$ cat src/inc/smcg_regs.vh
`ifndef SMCG_REGS_VH
`define SMCG_REGS_VH
// sleep mode field codes
`define SMCG_MODE_IDLE 3'h0
`define SMCG_MODE_NRED 3'h1
`define SMCG_MODE_PDOWN 3'h2
`define SMCG_MODE_PSAVE 3'h3
`define SMCG_MODE_STBY 3'h6
// fixed wake latencies in cycles
`define SMCG_HOLD_CYCLES 4'h4
`define SMCG_STBY_CYCLES 4'h6
// width of the stabilisation counter
`define SMCG_STAB_W 16
`define SMCG_GATE_W 8
// wake source vector bit positions
`define SMCG_WK_ANY_IRQ 0
`define SMCG_WK_CONV 1
`define SMCG_WK_WDOG 2
`define SMCG_WK_TWI 3
`define SMCG_WK_T2 4
`define SMCG_WK_STORE 5
`define SMCG_WK_LEVEL 6
`define SMCG_WK_EDGE 7
`define SMCG_WK_PCHG 8
`define SMCG_WK_W 9
`endif

$ cat src/core/smcg_wake_filter.v
`timescale 1ns/1ns
`include "smcg_regs.vh"
// ---------------------------------------------
// wake qualification per sleep mode
// ---------------------------------------------
module smcg_wake_filter (
	input wire [2:0] mode,
	input wire [`SMCG_WK_W-1:0] src,
	input wire t2_irq_ok,
	output reg wake
);
	// combinational filter: which sources may end the current sleep
	always @* begin
		wake = 1'b0;
		case (mode)
			`SMCG_MODE_IDLE: begin
				wake = src[`SMCG_WK_ANY_IRQ];
			end
			`SMCG_MODE_NRED: begin
				// edge irqs excluded outside idle
				wake = src[`SMCG_WK_CONV] | src[`SMCG_WK_WDOG] | src[`SMCG_WK_TWI] | src[`SMCG_WK_T2]
					| src[`SMCG_WK_STORE] | src[`SMCG_WK_LEVEL] | src[`SMCG_WK_PCHG];
			end
			`SMCG_MODE_PSAVE: begin
				wake = src[`SMCG_WK_WDOG] | src[`SMCG_WK_TWI] | src[`SMCG_WK_LEVEL] | src[`SMCG_WK_PCHG]
					| (src[`SMCG_WK_T2] & t2_irq_ok);
			end
			default: begin
				// power-down and standby share the asynchronous set
				wake = src[`SMCG_WK_WDOG] | src[`SMCG_WK_TWI] | src[`SMCG_WK_LEVEL]
					| src[`SMCG_WK_PCHG];
			end
		endcase
	end
endmodule

$ cat src/core/smcg_gate_bank.v
`timescale 1ns/1ns
`include "smcg_regs.vh"
// ---------------------------------------------
// per-peripheral clock enable bank
// ---------------------------------------------
module smcg_gate_bank (
	input wire CLK_SYS,
	input wire RST,
	input wire io_run,
	input wire [`SMCG_GATE_W-1:0] gate_bits,
	output wire [`SMCG_GATE_W-1:0] periph_en
);
	genvar g;
	// a gated module sees no enable, so its flops hold; clearing the bit resumes it
	// each bit has its own flop so that no vector is driven from several processes
	generate
		for (g = 0; g < `SMCG_GATE_W; g = g + 1) begin : gl
			reg en_reg; // enable flop of one peripheral
			always @(posedge CLK_SYS or posedge RST) begin
				if (RST) begin
					en_reg <= 1'b1;
				end else begin
					en_reg <= io_run & ~gate_bits[g];
				end
			end
			assign periph_en[g] = en_reg;
		end
	endgenerate
endmodule

$ cat src/core/smcg_sleep_ctrl.v
`timescale 1ns/1ns
`include "smcg_regs.vh"
module smcg_sleep_ctrl (
	input wire CLK_SYS,
	input wire RST,
	input wire HALT_EXEC,
	input wire SLEEP_ARM,
	input wire [2:0] SLEEP_MODE_SEL,
	input wire XTAL_SELECTED,
	input wire [`SMCG_STAB_W-1:0] STARTUP_CYCLES,
	input wire CONV_ENABLED,
	input wire T2_ENABLED,
	input wire T2_ASYNC,
	input wire T2_IRQ_OK,
	input wire [`SMCG_WK_W-1:0] WAKE_SRC,
	input wire [`SMCG_GATE_W-1:0] MODULE_CLOCK_GATE,
	output reg CORE_CLOCK_EN,
	output reg PROGRAM_STORE_CLOCK_EN,
	output reg PERIPHERAL_IO_CLOCK_EN,
	output reg CONVERTER_CLOCK_EN,
	output reg ASYNC_TIMER_CLOCK_EN,
	output reg MAIN_OSC_EN,
	output reg TIMER_OSC_EN,
	output reg T2_SYNC_CLOCK_EN,
	output reg CONV_START,
	output reg WAKE_IRQ,
	output reg ASLEEP,
	output reg [2:0] ACTIVE_MODE,
	output wire [`SMCG_GATE_W-1:0] PERIPH_CLOCK_EN
);
	// ---------------------------------------------
	// state machine
	// ---------------------------------------------
	localparam ST_RUN = 4'b0001; // executing
	localparam ST_SLEEP = 4'b0010; // clocks stopped per mode
	localparam ST_STAB = 4'b0100; // oscillator restart wait
	localparam ST_HOLD = 4'b1000; // fixed core hold after wake

	// registered state, latched sleep code and one shared down-counter
	reg [3:0] state_reg, state_next;
	reg [2:0] mode_reg, mode_next;
	reg [`SMCG_STAB_W-1:0] cnt_reg, cnt_next;
	wire wake_ok; // qualified wake from the filter

	// counter load values; the counter is shared by stabilisation and hold
	wire [`SMCG_STAB_W-1:0] cnt_one = {{(`SMCG_STAB_W-1){1'b0}}, 1'b1}; // last count of a phase
	wire [`SMCG_STAB_W-1:0] hold_load = {{(`SMCG_STAB_W-4){1'b0}}, `SMCG_HOLD_CYCLES}; // core hold after a wake
	wire [`SMCG_STAB_W-1:0] stby_load = {{(`SMCG_STAB_W-4){1'b0}}, `SMCG_STBY_CYCLES}; // standby restart latency

	// decode: mode code names a real sleep state
	function mode_valid;
		input [2:0] m;
		input xtal;
		begin
			mode_valid = (m == `SMCG_MODE_IDLE) | (m == `SMCG_MODE_NRED) | (m == `SMCG_MODE_PDOWN)
				| (m == `SMCG_MODE_PSAVE) | ((m == `SMCG_MODE_STBY) & xtal);
		end
	endfunction

	// decode: power-down or power-save, which may have stopped the main oscillator, so start-up time applies
	function osc_stopped;
		input [2:0] m;
		begin
			osc_stopped = (m == `SMCG_MODE_PDOWN) | (m == `SMCG_MODE_PSAVE);
		end
	endfunction

	// decode: timer 2 enabled and clocked from the synchronous source
	function t2_sync_only;
		input en;
		input async_sel;
		begin
			t2_sync_only = en & ~async_sel;
		end
	endfunction

	// qualification works on the latched mode, not on the live field
	smcg_wake_filter u_filter (
		.mode(mode_reg),
		.src(WAKE_SRC),
		.t2_irq_ok(T2_IRQ_OK),
		.wake(wake_ok)
	);

	// ---------------------------------------------
	// next-state logic
	// ---------------------------------------------
	// level sources must persist until sampled here; a brief pulse may be missed
	always @* begin
		state_next = state_reg;
		mode_next = mode_reg;
		cnt_next = cnt_reg;
		case (state_reg)
			ST_RUN: begin
				// armed halt with valid code enters sleep
				// any other halt is ignored and changes no port
				if (HALT_EXEC && SLEEP_ARM && mode_valid(SLEEP_MODE_SEL, XTAL_SELECTED)) begin
					state_next = ST_SLEEP;
					mode_next = SLEEP_MODE_SEL;
				end
			end
			ST_SLEEP: begin
				// only sources the filter passes for this mode end the sleep
				if (wake_ok) begin
					if (osc_stopped(mode_reg)) begin
						// power-down or power-save: wait the selected start-up time
						state_next = ST_STAB;
						cnt_next = STARTUP_CYCLES;
					end else if (mode_reg == `SMCG_MODE_STBY) begin
						// oscillator kept running: short fixed restart
						state_next = ST_STAB;
						cnt_next = stby_load;
					end else begin
						// idle and noise mode: the source never stopped
						state_next = ST_HOLD;
						cnt_next = hold_load;
					end
				end
			end
			ST_STAB: begin
				// every mode, standby included, adds the hold once the restart wait ends
				// a start-up count of zero is treated as one cycle
				if (cnt_reg <= cnt_one) begin
					state_next = ST_HOLD;
					cnt_next = hold_load;
				end else begin
					// one cycle of the restart wait used up
					cnt_next = cnt_reg - cnt_one;
				end
			end
			ST_HOLD: begin
				// core still halted; resume once the hold has run out
				if (cnt_reg <= cnt_one) begin
					state_next = ST_RUN;
					cnt_next = {`SMCG_STAB_W{1'b0}};
				end else begin
					// one hold cycle used up
					cnt_next = cnt_reg - cnt_one;
				end
			end
			// unused one-hot codes fall back to run
			default: begin
				state_next = ST_RUN;
			end
		endcase
	end

	// ---------------------------------------------
	// state registers
	// ---------------------------------------------
	// async reset aborts any sleep; core restarts from vector
	always @(posedge CLK_SYS or posedge RST) begin
		if (RST) begin
			state_reg <= ST_RUN;
			mode_reg <= `SMCG_MODE_IDLE;
			cnt_reg <= {`SMCG_STAB_W{1'b0}};
		end else begin
			// state, mode and counter move together on each edge
			state_reg <= state_next;
			mode_reg <= mode_next;
			cnt_reg <= cnt_next;
		end
	end

	// ---------------------------------------------
	// clock domain enables
	// ---------------------------------------------
	// decoded from the next state so the registered enables change with the state
	wire sleep_next = (state_next == ST_SLEEP);
	wire run_next = (state_next == ST_RUN);
	wire entering = (state_reg == ST_RUN) & sleep_next;

	// enables while asleep, 1 = running (core and store always off):
	//   idle     io 1, conv 1, async 1, main 1, timer osc if timer 2 async
	//   noise    io 0, conv 1, async 1, main 1, timer osc if timer 2 async
	//   pdown    io 0, conv 0, async 0, main 0, timer osc 0
	//   psave    io 0, conv 0, async 1, main only for synchronous timer 2, timer osc 1
	//   standby  io 0, conv 0, async 0, main 1, timer osc 0
	// reserved codes never reach sleep, so they need no row
	always @(posedge CLK_SYS or posedge RST) begin
		if (RST) begin
			// reset leaves every domain running; timer oscillator waits for its select
			CORE_CLOCK_EN <= 1'b1;
			PROGRAM_STORE_CLOCK_EN <= 1'b1;
			PERIPHERAL_IO_CLOCK_EN <= 1'b1;
			CONVERTER_CLOCK_EN <= 1'b1;
			ASYNC_TIMER_CLOCK_EN <= 1'b1;
			MAIN_OSC_EN <= 1'b1;
			TIMER_OSC_EN <= 1'b0;
			T2_SYNC_CLOCK_EN <= 1'b1;
			CONV_START <= 1'b0;
			WAKE_IRQ <= 1'b0;
			ASLEEP <= 1'b0;
			ACTIVE_MODE <= `SMCG_MODE_IDLE;
		end else begin
			// core and store run only in run state; halted in hold too
			CORE_CLOCK_EN <= run_next;
			PROGRAM_STORE_CLOCK_EN <= run_next;
			// status follows the next state so it changes with the enables
			ASLEEP <= sleep_next;
			ACTIVE_MODE <= mode_next;
			// interrupt flag to core when hold ends so it runs the handler
			WAKE_IRQ <= (state_reg == ST_HOLD) & run_next;
			// conversion kicked on entry to idle or noise mode
			CONV_START <= entering & CONV_ENABLED & ((SLEEP_MODE_SEL == `SMCG_MODE_IDLE)
				| (SLEEP_MODE_SEL == `SMCG_MODE_NRED));
			if (!sleep_next) begin
				// awake or waking: oscillator back, clocks back
				PERIPHERAL_IO_CLOCK_EN <= 1'b1;
				CONVERTER_CLOCK_EN <= 1'b1;
				ASYNC_TIMER_CLOCK_EN <= 1'b1;
				MAIN_OSC_EN <= 1'b1;
				TIMER_OSC_EN <= T2_ASYNC;
				T2_SYNC_CLOCK_EN <= 1'b1;
			end else begin
				case (mode_next)
					// idle: only core and store stop
					`SMCG_MODE_IDLE: begin
						PERIPHERAL_IO_CLOCK_EN <= 1'b1;
						CONVERTER_CLOCK_EN <= 1'b1;
						ASYNC_TIMER_CLOCK_EN <= 1'b1;
						MAIN_OSC_EN <= 1'b1;
						TIMER_OSC_EN <= T2_ASYNC;
						T2_SYNC_CLOCK_EN <= 1'b1;
					end
					// noise reduction: io stops as well, converter keeps running
					`SMCG_MODE_NRED: begin
						PERIPHERAL_IO_CLOCK_EN <= 1'b0;
						CONVERTER_CLOCK_EN <= 1'b1;
						ASYNC_TIMER_CLOCK_EN <= 1'b1;
						MAIN_OSC_EN <= 1'b1;
						TIMER_OSC_EN <= T2_ASYNC;
						T2_SYNC_CLOCK_EN <= 1'b0;
					end
					// power-save: like power-down but timer 2 keeps its clock
					`SMCG_MODE_PSAVE: begin
						PERIPHERAL_IO_CLOCK_EN <= 1'b0;
						CONVERTER_CLOCK_EN <= 1'b0;
						ASYNC_TIMER_CLOCK_EN <= 1'b1;
						// main source off unless timer 2 runs from it
						MAIN_OSC_EN <= t2_sync_only(T2_ENABLED, T2_ASYNC);
						TIMER_OSC_EN <= 1'b1;
						T2_SYNC_CLOCK_EN <= t2_sync_only(T2_ENABLED, T2_ASYNC);
					end
					// standby: like power-down but the oscillator stays up
					`SMCG_MODE_STBY: begin
						PERIPHERAL_IO_CLOCK_EN <= 1'b0;
						CONVERTER_CLOCK_EN <= 1'b0;
						ASYNC_TIMER_CLOCK_EN <= 1'b0;
						MAIN_OSC_EN <= 1'b1;
						TIMER_OSC_EN <= 1'b0;
						T2_SYNC_CLOCK_EN <= 1'b0;
					end
					default: begin
						// power-down: everything generated stops
						PERIPHERAL_IO_CLOCK_EN <= 1'b0;
						CONVERTER_CLOCK_EN <= 1'b0;
						ASYNC_TIMER_CLOCK_EN <= 1'b0;
						MAIN_OSC_EN <= 1'b0;
						TIMER_OSC_EN <= 1'b0;
						T2_SYNC_CLOCK_EN <= 1'b0;
					end
				endcase
			end
		end
	end

	// ---------------------------------------------
	// per-module gating
	// ---------------------------------------------
	// io clock is running only in active, idle and the wake sequence
	wire io_run_next = ~sleep_next | (mode_next == `SMCG_MODE_IDLE);

	// gating bits act only while io runs; deeper modes stop those clocks anyway
	// a peripheral still busy when gated keeps its resources until ungated
	smcg_gate_bank u_gates (
		.CLK_SYS(CLK_SYS),
		.RST(RST),
		.io_run(io_run_next),
		.gate_bits(MODULE_CLOCK_GATE),
		.periph_en(PERIPH_CLOCK_EN)
	);
endmodule

$ cat config.mk
export PLATFORM = sky130hd
export DESIGN_NAME = smcg_sleep_ctrl
export DESIGN_NICKNAME = d
export VERILOG_FILES = /design/src/core/smcg_wake_filter.v /design/src/core/smcg_gate_bank.v /design/src/core/smcg_sleep_ctrl.v
export VERILOG_INCLUDE_DIRS = /design/src /design/src/inc
export SDC_FILE = /design/constraint.sdc
export NUM_CORES = 1
export LEC_CHECK = 0
export BUFFER_PORTS_ARGS = -buffer_cell sky130_fd_sc_hd__buf_4
export CORE_MARGIN = 2
export CORE_UTILIZATION = 45
export DETAILED_ROUTE_END_ITERATION = 6
export MAX_ROUTING_LAYER = met4
export PLACE_DENSITY = 0.77
export SKIP_LAST_GASP = 1
export SYNTH_ARGS = -nofsm -noshare
export SYNTH_HDL_FRONTEND = slang
export SYNTH_HIERARCHICAL = 1
export SYNTH_SLANG_ARGS = --single-unit
$ cat constraint.sdc
create_clock -name CLK_SYS -period 3.5 [get_ports CLK_SYS]
set_clock_uncertainty 0.1 [all_clocks]
set_input_delay 0.7 -clock CLK_SYS [delete_from_list [all_inputs] [get_ports CLK_SYS]]
set_output_delay 0.7 -clock CLK_SYS [all_outputs]
set_load 0.03 [all_outputs]
; After elaboration in Yosys (flattened, before gate mapping)
; Cells that the tools add are included.
[classes]
n_addsub = 1
n_lt_le_gt_ge = 1
n_eq_ne = 18
mux = 28
bitwise_logic = 41
n_reduce_logical = 10
[ops]
columns = op, n
row1 = $mux W16, 4
row2 = $pmux W16 S3, 1
row3 = $mux W4, 6
row4 = $le A16 B1 Y1 const B, 1
row5 = $or A1 B1 Y1, 16
row6 = $pmux W4 S4, 1
row7 = $sub A16 B1 Y16 const B, 1
row8 = $and A1 B1 Y1, 15
row9 = $eq A3 B2 Y1 const B, 5
row10 = $not A1 Y1, 10
row11 = $eq A3 B1 Y1 const B, 3
row12 = $eq A3 B3 Y1 const B, 3
row13 = $logic_not A3 Y1, 3
row14 = $mux W1, 9
row15 = $eq A4 B1 Y1 const B, 2
row16 = $eq A4 B2 Y1 const B, 2
row17 = $mux W3, 2
row18 = $pmux W1 S2, 3
row19 = $reduce_or A3 Y1, 2
row20 = $eq A4 B3 Y1 const B, 1
row21 = $eq A4 B4 Y1 const B, 1
row22 = $pmux W1 S3, 1
row23 = $reduce_bool A3 Y1, 1
row24 = $logic_and A1 B1 Y1, 2
row25 = 4 further kinds, 4
[word_totals]
register_bits = 41
out_inout_bits = 22

; Depth between registers and ports, before layout
; Gate-level depths: netlist of run 1.
[logic_depth]
ltp_word = 13
ltp_mapped = 8
depth_no_buf = 7

; Modules after synthesis
; The synthesis of run 1 kept the hierarchy.
[by_module_without_submodules]
columns = module, instances, cells_each, area_each_um2, seq_area_each_um2
row1 = smcg_sleep_ctrl, 1, 216, 1979.4, 834.6
row2 = smcg_gate_bank, 1, 25, 324.1, 210.2
row3 = smcg_wake_filter, 1, 7, 45.0, 0.0

; Worst setup path before layout of run 1
; No wires, ideal clock.
[synth_path]
path_kind = register to register
start = register state_reg[0]
end = register u_gates.gl[0].en_reg
arrival_time_ps = 2498
required_ps = 3331
setup_slack_ps = 833
stages_incl_launch_ff = 9
cell_sequence = dfstp_2 -> buf_4 -> or4b_1 -> buf_6 -> or3_1 -> o21a_1 -> buf_6 -> o31ai_1 -> nor2b_1
[synth_between]
word_cells_on_any_way = 15
cone_classes = eq/ne: 5 / mux: 6 / bitwise: 3 / reduce/logical: 1
[synth_lines]
columns = element, line_no
row1 = from (decl), smcg_sleep_ctrl.v:40  ; reg [3:0] state_reg, state_next;
row2 = from (signal assigned), smcg_sleep_ctrl.v:159  ; state_reg <= state_next;
row3 = $eq A4 B1 Y1, smcg_sleep_ctrl.v:93  ; case (state_reg)
row4 = $mux W3, smcg_sleep_ctrl.v:93
row5 = named net mode_next[2], smcg_sleep_ctrl.v:41  ; reg [2:0] mode_reg, mode_next;
row6 = $logic_not A3 Y1, -
row7 = $or A1 B1 Y1, smcg_sleep_ctrl.v:272  ; wire io_run_next = ~sleep_next | (mode_next == `SMCG_MODE_IDLE);
row8 = named net io_run_next, smcg_sleep_ctrl.v:272
row9 = $and A1 B1 Y1, smcg_gate_bank.v:23  ; en_reg <= io_run & ~gate_bits[g];
row10 = to (signal assigned), smcg_gate_bank.v:23
row11 = to (decl), smcg_gate_bank.v:18  ; reg en_reg;
; The timed path passes the listed nets, and every way through them passes these cells.
; A chain may end at the register's enable or synchronous reset.

; Worst setup path after layout of run 1
[layout_path]
start = register state_reg[0]
end = register u_gates.gl[2].en_reg
[layout_between]
elab_chain_cells = 6
word_cells_on_any_way = 15
cone_classes = eq/ne: 5 / mux: 6 / bitwise: 3 / reduce/logical: 1
[layout_rtl]
columns = element, line_no
row1 = "$eq A4 B4 Y1, or another cell as far along", smcg_sleep_ctrl.v:93
row2 = $pmux W4 S4, smcg_sleep_ctrl.v:93
row3 = $eq A4 B2 Y1, smcg_sleep_ctrl.v:169  ; wire sleep_next = (state_next == ST_SLEEP);
row4 = $not A1 Y1, smcg_sleep_ctrl.v:272
row5 = $or A1 B1 Y1 *, smcg_sleep_ctrl.v:272
row6 = named net io_run_next, smcg_sleep_ctrl.v:272
row7 = $and A1 B1 Y1 *, smcg_gate_bank.v:23
row8 = to (signal assigned), smcg_gate_bank.v:23
row9 = to (decl), smcg_gate_bank.v:18
; The timed path passes the listed nets; every way through them passes the cells marked *.

==> flow_metrics.env, run 1 <==
export IMPL_path_delay_family="simple AND/OR/NAND/NOR gates"
export IMPL_cts_max_level=2
export IMPL_slew_violations=0
export IMPL_async_flop_share_pct=100
export IMPL_grtUsageTotal_pct=19.4
export IMPL_fillers=486
export IMPL_multi_input_area_sq_mm=0.00115
export IMPL_fin_tns_setup_ps=0
export IMPL_die_area_sq_mm=0.00581
export IMPL_cts_tree="done"
export IMPL_finalCritPeriodShare_pct=77.8
export IMPL_cts_reportedPaths_clkPinSlew_ps=80
export IMPL_postRouteAntennaNets=0
export IMPL_synth_top_cells_by_area="dfrtp_1 (28%), dfstp_2 (17%), o21ai_0 (4.3%), buf_4 (3.2%), nand2_1 (3.2%)"
export IMPL_via_per_inst=5.59
export IMPL_dp_cells=367
export IMPL_synth_ff_type="dfrtp_1"
export IMPL_drt_total_wl_um=5220
export IMPL_clk_latency_ps=300
export IMPL_fin_ws_ps=778
export IMPL_antenna_found_initial=0
export IMPL_cp_buffers_inverters=1
export IMPL_die_w_um=76.2
export IMPL_ys_seq_area_share_pct=44.5
export IMPL_worstPathMaxFanout=10
export IMPL_route_detailed_drc=0
export IMPL_synth_edf_count=0
export IMPL_dp_worst_setup_slack_ps=767
export IMPL_cts_buffers=5
export IMPL_r2r_cells=6
export IMPL_synthCells=248
export IMPL_firstDrtPassIters=4
export IMPL_synth_area_sq_mm=0.00235
export IMPL_cts_resized=0
export IMPL_ir_worst_vdd_uv=218
export IMPL_drt_initial_drc_count=126
export IMPL_slowest_stage="or4b_1"
export IMPL_clockBufferDepth=2
export IMPL_start_kind="flip-flop"
export IMPL_slowest_delay_ps=640
export IMPL_postCtsSetupBuffers=0
export IMPL_reg2reg_to="u_gates/gl[2].en_reg"
export IMPL_yosysUniqueCellTypes=54
export IMPL_rows=26
export IMPL_largest_reg_flops=16
export IMPL_path_cells="or4b_1 > or3_1 > o21a_1 > o31ai_1 > buf_4 > nor2b_1"
export IMPL_regArea_sq_mm=0.00104
export IMPL_endpoint_kind="flip-flop"
export IMPL_outcome="complete, no violations"
export IMPL_cellLeakagePower_nw=1.27
export IMPL_die_h_um=76.2
export IMPL_post_route_util_pct=57.9
export IMPL_grt_max_degree=23
export IMPL_start_util_pct=46.3
export IMPL_overflow=0
export IMPL_p_per_area_mw_per_mm2=498
export IMPL_final_cells=375
export IMPL_crit_type="flip-flop to flip-flop"
export IMPL_area_delta_synth_final_pct=25.1
export IMPL_rrSetupSlack_ps=780
export IMPL_yosys_warnings=6
export IMPL_layout_drive_gt1_share_pct=33.8
export IMPL_io_pins=67
export IMPL_portBuffers=65
export IMPL_worst_slew_pin_slew_ps=639
export IMPL_via_count=2095
export IMPL_yosysTopAreaCell="dfrtp_1"
export IMPL_synth_top_area_share_pct=27.7
export IMPL_r2r_start="state_reg[0]"
export IMPL_fmax_ghz=0.367
export IMPL_grt_pass1_wl_um=8900
export IMPL_hp_class="input port to asynchronous set/reset pin"
export IMPL_synth_nets=295
export IMPL_drv_cap=0
export IMPL_hold_viol=0
export IMPL_rsz0062_at_grt="false"
export IMPL_wl_per_cell_um=13.9
export IMPL_cts_sinks=41
export IMPL_layout_min_cycle_time_ps=2720
export IMPL_gp_congestion=0.802
export IMPL_diodes=0
export IMPL_syn_avg_cell_area_sq_um=9.47
export IMPL_hpwl_um=3850
export IMPL_coreArea_sq_mm=0.00507
export IMPL_worstPathArrival_ps=2850
export IMPL_synth_seq_cells=41
export IMPL_setup_violations=0
export IMPL_grt_pass1_vias=1897
export IMPL_slew_headroom_pct=57.0
export IMPL_cp_data_required_time_ps=3630
export IMPL_fin_nets=351
export IMPL_power_w=0.00146
export IMPL_clockRootBuffer="clkbuf_8"
export IMPL_hold_buffers=0
[worst max-delay path by stage]
stage	start	end	slack [ps]	cells past startpoint
after floorplan	state_reg[0]	u_gates/gl[0].en_reg	830	8
after global placement	WAKE_SRC[4]	cnt_reg[3]	800	9
after detailed placement	WAKE_SRC[4]	cnt_reg[3]	770	9
after CTS	state_reg[0]	u_gates/gl[2].en_reg	780	6
after global routing	state_reg[0]	u_gates/gl[1].en_reg	570	6
final	state_reg[0]	u_gates/gl[2].en_reg	780	6
[final cells by class]
cell class                      instances  area share [%]
Clock buffer                            7            3.66
Clock inverter                          1           0.213
Inverter                                7           0.894
Multi-Input combinational cell        180            39.1
Sequential cell                        41            35.6
Tap cell                               70            2.98
Timing Repair Buffer                   69            17.6
[worst reg2reg max path: stages, from the launching register on]
cell and delay [ps]:
dfstp_2 630, or4b_1 640, or3_1 440, o21a_1 240, o31ai_1 280, buf_4 180
nor2b_1 150
[placed cells by master (no fill, tap or decap), types with 2 or more instances in the layout]
master     count
a22o_1         5
nor3b_1        3
or4_1          2
buf_4         69
a21oi_1        8
a22oi_1        3
mux2i_1        2
o21ai_0       20
dfrtp_1       26
nor2_1        17
or2_2          4
a32o_1         2
or3_1          2
ha_1           2
clkbuf_8       6
a21o_1         5
inv_1          7
nor3_1        13
o2bb2ai_1      4
o31ai_1        6
o211ai_1       2
nand2_1       20
nor4_1         7
o21bai_1       2
nand3_1       11
dfstp_2       15
a2bb2oi_1      2
a221o_1        2
a221oi_1       2
nor2b_1        9
nand2b_1       3
a32oi_1        2
[per-stage QoR]
stage	hold WS, ps	area, sq um
4_1_cts	400	2940
2_1_floorplan	367	2350
5_1_grt	400	2940
3_5_place_dp	407	2820
6_report	382	2940
3_3_place_gp	394	2820
[where the power goes]
group / leakage [nW] / switching (W) / internal, W
clock network: 0.0599 / 0.000170 / 0.000204
registers: 0.485 / 0.000105 / 0.000567
logic: 0.724 / 0.000231 / 0.000188
total: 1.27 / 0.000506 / 0.000958
[layer usage]
layer  share of wire, %  routed length [um]  global-route usage (%)  vias up
li1                   -                   -                       -     1028
met5                  0                   0                       -        -
met1                 46                2420                    26.0      979
met2                 46                2410                    30.0       80
met3                5.8                 305                    3.55        8
met4                1.6                  82                    6.00        0
[synthesized netlist by cell type, types with 5 or more instances]
cell type,number
inv_1,7
a21o_1,5
nor4_1,7
clkbuf_1,6
nor2_1,17
dfstp_2,15
nand3_1,11
a22o_1,5
a21oi_1,8
o31ai_1,6
nor2b_1,9
nor3_1,13
o21ai_0,20
nand2_1,20
dfrtp_1,26
buf_4,10
[cells by family (layout without fill, tap and decap cells)]
family | Yosys count | after routing | synth area share (%)
xor+xnor | 1 | 1 | 0.373
fa+ha+maj | 2 | 2 | 1.07
flops | 41 | 41 | 44.5
simple gates | 99 | 99 | 22.1
mux | 2 | 2 | 0.852
compound gates | 76 | 76 | 24.5
buf+inv | 27 | 84 | 6.66
Power figures use the tool's default switching activity.
==> run 2: changes to the inputs <==
--- a/config.mk
+++ b/config.mk
@@ -11,7 +11,7 @@
 export CORE_UTILIZATION = 45
 export DETAILED_ROUTE_END_ITERATION = 6
 export MAX_ROUTING_LAYER = met4
-export PLACE_DENSITY = 0.77
+export PLACE_DENSITY = 0.79
 export SKIP_LAST_GASP = 1
 export SYNTH_ARGS = -nofsm -noshare
 export SYNTH_HDL_FRONTEND = slang
==> constraint.sdc (replaced) <==
create_clock -name CLK_SYS -period 2.3 [get_ports CLK_SYS]
set_clock_uncertainty 0.1 [all_clocks]
set_input_delay 0.46 -clock CLK_SYS [delete_from_list [all_inputs] [get_ports CLK_SYS]]
set_output_delay 0.46 -clock CLK_SYS [all_outputs]
set_load 0.03 [all_outputs]
==> run 2 against run 1 <==
  * The flow now finishes with violations (negative setup slack)
  * Sequential power up 48%
  * Worst setup slack worse by 790 ps
  * Power up 62%
  * Critical path type unchanged
  * Critical endpoint is now u_gates/gl[0].en_reg
==> flow_metrics.env, run 2 (synthesized netlist as in run 1, its figures left out) <==
export IMPL_wl_met1_um=2590
export IMPL_largest_reg_flops=16
export IMPL_met2WireLength_um=3130
export IMPL_clockRootBuffer="clkbuf_8"
export IMPL_p_sw_w=0.000822
export IMPL_hp_class="input port to asynchronous set/reset pin"
export IMPL_postRouteAntennaNets=0
export IMPL_clockBufferDepth=2
export IMPL_finalCritPeriodShare_pct=101
export IMPL_pwr_share_comb_pct=36.1
export IMPL_start_util_pct=46.3
export IMPL_cts_max_level=2
export IMPL_fin_nets=382
export IMPL_die_area_sq_mm=0.00581
export IMPL_setup_violations=1
export IMPL_grt_max_degree=34
export IMPL_rows=26
export IMPL_clkPwrFrac_pct=21.9
export IMPL_area_delta_synth_final_pct=40.5
export IMPL_route_detailed_drc=0
export IMPL_endpoint_kind="flip-flop"
export IMPL_path_cells="or4b_4 > or3_4 > a32o_2 > o31ai_4 > buf_6 > nor2b_4"
export IMPL_final_common_cell="buf_4"
export IMPL_p_per_area_mw_per_mm2=718
export IMPL_coreArea_sq_mm=0.00507
export IMPL_crit_type="flip-flop to flip-flop"
export IMPL_worstPathArrival_ps=2450
export IMPL_sequentialPowerShare_pct=42.0
export IMPL_path_delay_family="simple AND/OR/NAND/NOR gates"
export IMPL_io_pins=67
export IMPL_r2r_start="state_reg[0]"
export IMPL_layout_min_cycle_time_ps=2310
export IMPL_final_cells=406
export IMPL_start_kind="flip-flop"
export IMPL_cts_buffers=5
export IMPL_rrSetupSlack_ps=-10
export IMPL_slowest_delay_ps=540
export IMPL_hpwl_um=4260
export IMPL_switching_share_pct=34.7
export IMPL_reg2reg_to="u_gates/gl[0].en_reg"
export IMPL_portBuffers=65
export IMPL_gp_congestion=0.854
export IMPL_stdcell_area_sq_mm=0.00330
export IMPL_fmax_ghz=0.432
export IMPL_intPower_w=0.00155
export IMPL_met3WireLength_um=298
export IMPL_drv_cap=0
export IMPL_rsz0062_at_grt="true"
export IMPL_grt_pass1_wl_um=9810
export IMPL_cts_sinks=41
export IMPL_worst_slew_pin_slew_ps=648
export IMPL_highest_layer="met4"
export IMPL_via_per_inst=5.55
export IMPL_cts_tree="done"
export IMPL_die_w_um=76.2
export IMPL_timing_hold_ws_ps=169
export IMPL_diodes=0
export IMPL_firstDrtPassIters=4
export IMPL_place_area_sq_mm=0.00303
export IMPL_cellLeakagePower_nw=1.49
export IMPL_drt_total_wl_um=6110
export IMPL_worstPathMaxFanout=5
export IMPL_fin_ws_ps=-14.2
export IMPL_drt_initial_drc_count=127
export IMPL_antenna_found_initial=0
export IMPL_outcome="finished with violations"
export IMPL_wl_per_cell_um=15.0
export IMPL_slowest_stage="dfstp_2"
export IMPL_via_count=2254
export IMPL_slew_violations=0
export IMPL_r2r_cells=6
export IMPL_cp_data_required_time_ps=2440
export IMPL_overflow=0
export IMPL_cp_buffers_inverters=1
export IMPL_layout_drive_gt1_share_pct=45.8
export IMPL_post_route_util_pct=65.0
export IMPL_dp_worst_setup_slack_ps=-112
export IMPL_cts_reportedPaths_clkPinSlew_ps=80
export IMPL_ir_worst_vdd_uv=394
export IMPL_die_h_um=76.2
export IMPL_clk_latency_ps=290
export IMPL_grtUsageTotal_pct=21.4
export IMPL_hold_viol=0
export IMPL_grt_pass1_vias=2127
export IMPL_layout_common_cells="buf_4 (96), dfrtp_1 (24), nand2_1 (20)"
export IMPL_failed_checks="negative setup slack"
export IMPL_slew_headroom_pct=56.8
export IMPL_dp_cells=392
==> run 2: cell count changes in the layout (fill, tap and decap cells not counted), moves of 2 or more <==
| cell | delta |
|---|---|
| a21oi_1 | -2 |
| nor2b_1 | -8 |
| buf_4 | +27 |
| a21oi_2 | +2 |
| dfrtp_2 | +2 |
| buf_6 | +3 |
| nor2b_4 | +7 |
| dfrtp_1 | -2 |
==> run 2: how the worst max path moves through the flow <==
stage                 start                    to  slack [ps]  cells past startpoint
2_1_floorplan  state_reg[0]  u_gates/gl[0].en_reg        -150                      8
3_3_place_gp   state_reg[0]  u_gates/gl[3].en_reg         -80                      6
3_5_place_dp   state_reg[0]  u_gates/gl[5].en_reg        -110                      6
4_1_cts        state_reg[0]  u_gates/gl[1].en_reg         -40                      6
5_1_grt        state_reg[0]  u_gates/gl[0].en_reg         -70                      6
6_report       state_reg[0]  u_gates/gl[0].en_reg         -10                      6
==> run 2: what timing repair did <==
action	CTS	global route
buffers inserted	4	2
setup endpoints to repair	8	23
pin swaps	3	4
hold buffers	0	0
resized for setup	9	16
endpoints found under the hold margin	0	0
==> run 2: final cells by class <==
type | count | area [sq um]
well taps | 70 | 87.6
multi-input cells | 180 | 1260
fillers | 420 | 1780
flip-flops and latches | 41 | 1050
clock buffers | 7 | 96.3
repair buffers | 100 | 774
clock inverters | 1 | 5.00
inverters | 7 | 26.3
==> run 2: metrics by stage <==
stage	total power [W]	TNS (ps)
2_1_floorplan	0.00148	-1240
3_3_place_gp	0.00176	-701
3_5_place_dp	0.00179	-954
4_1_cts	0.00233	-249
5_1_grt	0.00250	-478
6_report	0.00237	-14.2
==> run 2: worst reg2reg max path, stage by stage, from the launching register on <==
cell and delay (ps):
dfstp_2 540, or4b_4 500, or3_4 350, a32o_2 260, o31ai_4 210, buf_6 160, nor2b_4 140
==> run 2: routing by layer <==
layer	GRT usage (%)	vias up
met1	27.1	1068
met2	34.5	84
met3	3.44	8
met4	8.91	0
met5	-	-
li1	-	1094
==> run 2: power by group through the flow <==
stage          Sequential, W  Combinational (W)  Clock, W
3_3_place_gp        0.000993           0.000769         0
4_1_cts             0.000991           0.000814  0.000530
3_5_place_dp         0.00100           0.000786         0
5_1_grt              0.00102           0.000932  0.000555
6_report            0.000994           0.000855  0.000519
2_1_floorplan        0.00102           0.000458         0
